===== config.mk =====
export PLATFORM = sky130hd
export DESIGN_NAME = lhd_top
export DESIGN_NICKNAME = d
export VERILOG_FILES = /design/src/design/lhd_pkg.sv /design/src/design/lhd_sync.sv /design/src/design/lhd_top.sv
export SDC_FILE = /design/constraint.sdc
export NUM_CORES = 1
export LEC_CHECK = 0
export BUFFER_PORTS_ARGS = -buffer_cell sky130_fd_sc_hd__buf_2
export CAP_MARGIN = 40
export CORE_MARGIN = 2
export CORE_UTILIZATION = 55
export DETAILED_ROUTE_END_ITERATION = 8
export PLACE_DENSITY = 0.84
export SLEW_MARGIN = 30
export SYNTH_ARGS = -nofsm -noshare
export SYNTH_HDL_FRONTEND = slang
export SYNTH_HIERARCHICAL = 1
export SYNTH_SLANG_ARGS = --single-unit

===== constraint.sdc =====
create_clock -name ref_clk -period 1.67 [get_ports ref_clk]
set_input_delay 0.167 -clock ref_clk [delete_from_list [all_inputs] [get_ports ref_clk]]
set_output_delay 0.167 -clock ref_clk [all_outputs]
set_load 0.05 [all_outputs]

===== src/design/lhd_pkg.sv =====
// Package: constants shared by the LED head shift/latch driver
`default_nettype none
package lhd_pkg;
    // Register chain length and drive-output count
    localparam int LHD_WIDTH = 64;
    // Reset value of shift register, latch and outputs
    localparam logic [63:0] LHD_RST_DATA = 64'h0000_0000_0000_0000;
    // Drive-current mode encodings
    typedef enum logic [1:0] {
        LHD_MODE_NONE = 2'b00,
        LHD_MODE_NOM = 2'b01,
        LHD_MODE_DOWN = 2'b10,
        LHD_MODE_UP = 2'b11
    } lhd_mode_e;
endpackage : lhd_pkg
`default_nettype wire


===== src/design/lhd_sync.sv =====
// Two-flop synchroniser for a vector of pin inputs
`timescale 1ns/1ps
`default_nettype none
module lhd_sync #(
    parameter int W = 1
) (
    // Clock and reset
    input wire logic ref_clk,
    input wire logic rstn,
    // Asynchronous pins and their synchronised copy
    input wire logic [W-1:0] pin_in,
    output logic [W-1:0] pin_out
);
    // First stage, read only by second stage
    logic [W-1:0] meta_ff;

    // Two flops in series against metastability
    always_ff @(posedge ref_clk or negedge rstn) begin
        if (!rstn) begin
            meta_ff <= '0;
            pin_out <= '0;
        end else begin
            meta_ff <= pin_in;
            pin_out <= meta_ff;
        end
    end
endmodule : lhd_sync
`default_nettype wire


===== src/design/lhd_top.sv =====
// LED head driver: 64-bit shift register, latch, blanking and trim mode
//
// Overview of operation
// - Falling shift_clock edge shifts in serial data
// - Latch follows shift register during active gate
// - Both trim pads low select mode 1
// - Down-trim selects mode 2; up-trim mode 3
`timescale 1ns/1ps
`default_nettype none
module lhd_top
    import lhd_pkg::*;
(
    // Clock and reset
    input wire logic ref_clk,
    input wire logic rstn,
    // Serial link from the controller
    input wire logic shift_clock,
    input wire logic serial_data_in,
    input wire logic latch_gate,
    input wire logic gate_pol_sel,
    // Output control pads
    input wire logic strobe_n,
    input wire logic trim_up_pad,
    input wire logic trim_down_pad,
    // LED drive and mode
    output logic [LHD_WIDTH-1:0] led_drive_outputs,
    output var lhd_mode_e drive_mode_ff,
    // Cascade repeats
    output logic serial_data_out,
    output logic clock_repeat_out,
    output logic gate_repeat_out
);
    // Synchronised copies of all pins
    logic [6:0] pins_s;
    logic sclk_s;
    logic sdi_s;
    logic gate_s;
    logic pol_s;
    logic strobe_n_s;
    logic up_s;
    logic down_s;
    // Previous shift clock level, for edge detection
    logic sclk_d_ff;
    // Shift register and latch
    logic [LHD_WIDTH-1:0] shreg_ff;
    logic [LHD_WIDTH-1:0] latch_ff;
    logic [LHD_WIDTH-1:0] nxt_drive;
    logic gate_active;
    logic sclk_fall;

    // Every pin passes two flops before use
    lhd_sync #(.W(7)) u_sync (
        .ref_clk(ref_clk),
        .rstn(rstn),
        .pin_in({shift_clock, serial_data_in, latch_gate, gate_pol_sel,
                 strobe_n, trim_up_pad, trim_down_pad}),
        .pin_out(pins_s)
    );
    assign {sclk_s, sdi_s, gate_s, pol_s, strobe_n_s, up_s, down_s} = pins_s;

    // Edge detect on the synchronised clock only
    assign sclk_fall = sclk_d_ff & ~sclk_s;
    // Gate active level follows polarity select
    assign gate_active = ~(gate_s ^ pol_s);

    // Shift clock history
    always_ff @(posedge ref_clk or negedge rstn) begin
        if (!rstn) begin
            sclk_d_ff <= 1'b0;
        end else begin
            sclk_d_ff <= sclk_s;
        end
    end

    // Shift on falling edge, hold otherwise; bit 63 enters first
    always_ff @(posedge ref_clk or negedge rstn) begin
        if (!rstn) begin
            shreg_ff <= LHD_RST_DATA;
        end else if (sclk_fall) begin
            shreg_ff <= {shreg_ff[LHD_WIDTH-2:0], sdi_s};
        end
    end

    // Transparent latch modelled as a clocked copy while gate active
    always_ff @(posedge ref_clk or negedge rstn) begin
        if (!rstn) begin
            latch_ff <= LHD_RST_DATA;
        end else if (gate_active) begin
            latch_ff <= shreg_ff;
        end
    end

    // Output gating per bit
    genvar gi;
    generate
        for (gi = 0; gi < LHD_WIDTH; gi++) begin : g_drv
            // Off when blanked, else follows latched bit
            assign nxt_drive[gi] = ~strobe_n_s & latch_ff[gi];
        end
    endgenerate

    // Drive outputs registered
    always_ff @(posedge ref_clk or negedge rstn) begin
        if (!rstn) begin
            led_drive_outputs <= LHD_RST_DATA;
        end else begin
            led_drive_outputs <= nxt_drive;
        end
    end

    // Trim pad decode; both high is undefined and reported as none
    always_ff @(posedge ref_clk or negedge rstn) begin
        if (!rstn) begin
            drive_mode_ff <= LHD_MODE_NOM;
        end else begin
            case ({up_s, down_s})
                2'b00: drive_mode_ff <= LHD_MODE_NOM;
                2'b01: drive_mode_ff <= LHD_MODE_DOWN;
                2'b10: drive_mode_ff <= LHD_MODE_UP;
                default: drive_mode_ff <= LHD_MODE_NONE;
            endcase
        end
    end

    // Cascade repeats; chain length and polarity are the board's job
    always_ff @(posedge ref_clk or negedge rstn) begin
        if (!rstn) begin
            serial_data_out <= 1'b0;
            clock_repeat_out <= 1'b0;
            gate_repeat_out <= 1'b0;
        end else begin
            serial_data_out <= shreg_ff[LHD_WIDTH-1];
            clock_repeat_out <= sclk_s;
            gate_repeat_out <= gate_s;
        end
    end
endmodule : lhd_top
`default_nettype wire


# Yosys cells after proc, flatten, opt, wreduce, memory -nomap -nowiden
# Index checks and enable logic that the tools add are counted.
# W data, S select, Z words.
# totals
ff_bits	211
out_inout_bits	69
in_bits	9
word_cells	81
# classes
reduce_logical	1
n_eq_ne	2
n_mux	1
bitwise	68
# op_table
op	n
$and A1 B1 Y1	65
$pmux W2 S3	1
$eq A2 B1 Y1 const B	1
$eq A2 B2 Y1 const B	1
$logic_not A2 Y1	1
$not A1 Y1	2
$xor A1 B1 Y1	1

# Longest topological paths before layout
# logic_depth
ltp_word	2
mapped_depth	4
ltp_nobuf	4

# Cells and area by module
# Netlist, hierarchy kept.
# modules_own_cells
module	area_per_inst_um2	cells_per_inst	seq_area_each_um2	n_inst
lhd_top	7235.7	418	4931.0	1
lhd_sync	350.3	14	350.3	1

# Least setup slack after synthesis
# Ideal clock, no wire load.
# synth_timing
kind	flip-flop to flip-flop
start	reg sclk_d_ff
end	reg shreg_ff[0]
synth_period_minus_slack_ns	1.639
n_path_buf	2
arrival_time_ns	1.514
setup_time_ns	0.125
path_slack_ns	0.031
path_stages_with_launch	5
required_ns	1.545
cell_sequence	dfrtp_1 -> nor2b_1 -> buf_2 -> buf_2 -> mux2_2
# synth_between
elab_chain_len	1
# synth_lines
item	line_no	source
start: declaration	lhd_top.sv:43	logic sclk_d_ff;
start signal: assignment	lhd_top.sv:71	sclk_d_ff <= sclk_s;
$and A1 B1 Y1	lhd_top.sv:62	assign sclk_fall = sclk_d_ff & ~sclk_s;
end signal: assignment	lhd_top.sv:80	shreg_ff <= {shreg_ff[LHD_WIDTH-2:0], sdi_s};
end: declaration	lhd_top.sv:45	logic [LHD_WIDTH-1:0] shreg_ff;
# Every way passes these cells.
# A chain may end at the register's enable or synchronous reset.

# Worst setup path in the final report
# layout_timing
start	reg u_sync.pin_out[3]
end	reg latch_ff[63]
# layout_between
elab_chain_len	1
# layout_lines
item	line_no	source
start: declaration	lhd_sync.sv:12	output logic [W-1:0] pin_out
start signal: assignment	lhd_sync.sv:24	pin_out <= meta_ff;
$xor A1 B1 Y1	lhd_top.sv:64	assign gate_active = ~(gate_s ^ pol_s);
end signal: assignment	lhd_top.sv:89	latch_ff <= shreg_ff;
end: declaration	lhd_top.sv:46	logic [LHD_WIDTH-1:0] latch_ff;
# Every way passes these cells.

==> results by group <==
Status
  – Status: finished, final reports clean

STA
  – Final hold violation count: 0
  – RSZ-0062 raised after global routing: false
  – Skew final: 0.0109 ns
  – Final period util: 88.1%
  – Pin slew with the least headroom to its limit: 0.364 ns
  – Final setup viols: 0
  – Max Clk Rate: 680 MHz
  – Tmin final: 1.47 ns
  – Slew Limit Fails: 0
  – Post-Route Setup TNS: 0 ns
  – Max_slew headroom: 75.7%

CTS
  – Max Root-Sink Buffers: 3
  – Clock Root Buffer: clkbuf_16
  – CTS tree: built
  – Num CTS Buffers: 21
  – Setup bufs post-CTS: 0
  – Clock-pin slew on the worst setup and hold paths: 0.06 ns
  – Clk sink count: 211
  – H-tree depth: 1
  – Worst skew pair latency: 0.47 ns

Yosys
  – Syn_area_per_cell: 17.6 um2
  – Yosys cell types: 12
  – Most used DFF post-synth: dfrtp_1
  – Largest family of logic cells by synthesized area: multiplexers
  – Register area share after synthesis: 69.6%
  – Top cells by area in the synthesized netlist: dfrtp_1 (69%), mux2_4 (12%), mux2_2 (10%)
  – Area share of and/or/nand/nor cells after synthesis: 5.46%
  – Seq cells post-synth: 211
  – Post-synthesis compound-gate area fraction: 0%
  – Largest area contributor in the netlist: dfrtp_1
  – Post-synth net total: 444
  – Adder-cell share of the synthesized area: 0.495%
  – Commonest cells post-synth: dfrtp_1 (210), mux2_2 (68), nor2b_1 (65)
  – Ys async rst share: 100%
  – Synth Area in XOR/XNOR: 0.363%
  – Yosys top cell area share: 69.3%
  – Most frequent cell after synthesis: dfrtp_1
  – Synthesized cell area: 7590 um2
  – Synth warn: 6
  – Post-synth EDFFs: 0
  – Multiplexer share of the synthesized area: 22.0%
  – Mapped Cells: 432

GRT
  – GR Overflow Total: 0
  – Pin count of the biggest net entering global routing: 48
  – Number of global-route vias before repair: 3794
  – First-pass GRT wire length: 19400 um
  – Initial antenna violation count: 0
  – All-layer global routing usage: 16.7%

Die
  – Std cell rows: 42
  – Die H: 121 um
  – IO Pins: 78
  – Starting Density: 56.8%
  – Die area: 14700 um2
  – Core area: 13300 um2
  – Die Width: 121 um

Drt
  – Drt total wl: 11600 um
  – Antenna viol nets, final: 0
  – DR iter-0 viols: 168
  – Detailed Routing Iterations Pass 1: 4
  – Residual DRC: 0
  – Vias: 3519
  – Vias per cell: 4.87
  – WL per Instance: 16.1 um

Placed design
  – Final GP Congestion: 0.724
  – HPWL after detailed placement: 7070 um
  – Post-DP Area: 8220 um2
  – Buffers on Ports: 77

Flow run
  – MaxCap Viol Count: 0

Worst setup path
  – Worst path required time: 2.02 ns
  – CP Max Fanout: 36
  – CP endpoint kind: register
  – Crit path launch type: register
  – CP arrival: 1.83 ns
  – Crit path kind: register to register

Power and ir drop
  – Peak supply drop: 0.000981 V
  – Pleak: 0.00474 uW
  – Power Density: 1310 nW/um2

Min path
  – Hold Crit Class: input pin to asynchronous set/reset pin

Cells and area
  – Nets: 544
  – Fin area: 9000 um2
  – Share of layout cells above drive strength 1: 46.7%
  – Diode count: 0
  – Area Growth Syn to Fin: 18.7%
flip-flops by register name (all words and copies together), names as in the netlist:
name and cells:
drive_mode_ff 2, gate_repeat_out 1, latch_ff 64, led_drive_outputs 64
sclk_d_ff 1, serial_data_out 1, shreg_ff 64, u_sync/meta_ff 7
u_sync/pin_out 7
stage by stage:
step	power [uW]	std cells	hold slack (ns)	setup WS [ns]	util, %
after floorplan	6840	432	-0.129	0.0315	-
after global placement	7170	677	0.108	0.228	61.6
after detailed placement	7220	677	0.114	0.198	61.6
after CTS	11900	722	0.188	0.183	67.4
after global routing	12300	722	0.197	0.156	67.4
final	11800	722	0.184	0.199	67.4
final timing paths:
kind | startpoint | to | slack [ns] | depth (start not counted)
worst max-delay path | u_sync/pin_out[3] | latch_ff[63] | 0.20 | 3
worst min-delay path | rstn | u_sync/meta_ff[6] | 0.18 | 2
worst max register to register | u_sync/pin_out[3] | latch_ff[63] | 0.20 | 3
worst min register to register | u_sync/meta_ff[3] | u_sync/pin_out[3] | 0.35 | 0
max in group asynchronous | rstn | shreg_ff[22] | 0.85 | 3
min in group ref_clk | shift_clock | u_sync/meta_ff[6] | 0.34 | 2
timing repair:
item | in CTS | in global routing
gates resized for setup | 0 | 0
hold buffers | 8 | 0
hold endpoints to repair | 193 | 0
cells by family after synthesis:
kind of cell / after synthesis
xor gates and xnor gates: 1
buffers and inverters: 22
DFF: 211
adders and majority gates: 3
muxes: 128
and+or+nand+nor: 67
power breakdown:
| part | total, uW | switching, uW | internal (uW) |
|---|---|---|---|
| registers | 5800 | 256 | 5550 |
| clock network | 4640 | 1810 | 2840 |
| logic | 1350 | 744 | 602 |
layer usage:
metal / vias to the layer above / part of all wire, % / track usage, %
li1: 1637 / - / -
met1: 1803 / 43 / 22.6
met2: 66 / 51 / 28.4
met3: 13 / 4.4 / 3.05
met4: 0 / 1.1 / 3.74
met5: - / 0 / 0
critical path, cell delays in order, from the launching register on:
cell	delay, ns
dfrtp_1	0.42
xnor2_4	0.24
buf_12	0.29
mux2_2	0.38
layout make-up:
class / count / area [um2]
multi-input combinational: 199 / 2150
timing repair buffer: 97 / 639
sequential: 211 / 5280
inverter: 2 / 7.51
clock buffer: 29 / 606
tap: 176 / 220
fill: 914 / 4350
clock inverter: 8 / 92.6
layout by cell type (no fill, tap or decap):
cell type	Yosys	layout
buf_12	0	6
buf_2	7	76
buf_4	0	6
bufinv_16	0	2
clkbuf_1	7	3
clkbuf_16	0	21
clkbuf_8	0	6
clkinv_2	0	5
clkinvlp_4	0	1
dfrtp_1	210	209
dfrtp_2	0	1
dfstp_2	1	1
dlygate4sd3_1	0	8
ha_1	3	3
inv_1	2	2
mux2_2	68	68
mux2_4	60	60
nor2_1	2	2
nor2b_1	65	64
nor2b_4	0	1
xnor2_4	1	1
Note: power is estimated with default switching activity, not from simulation.
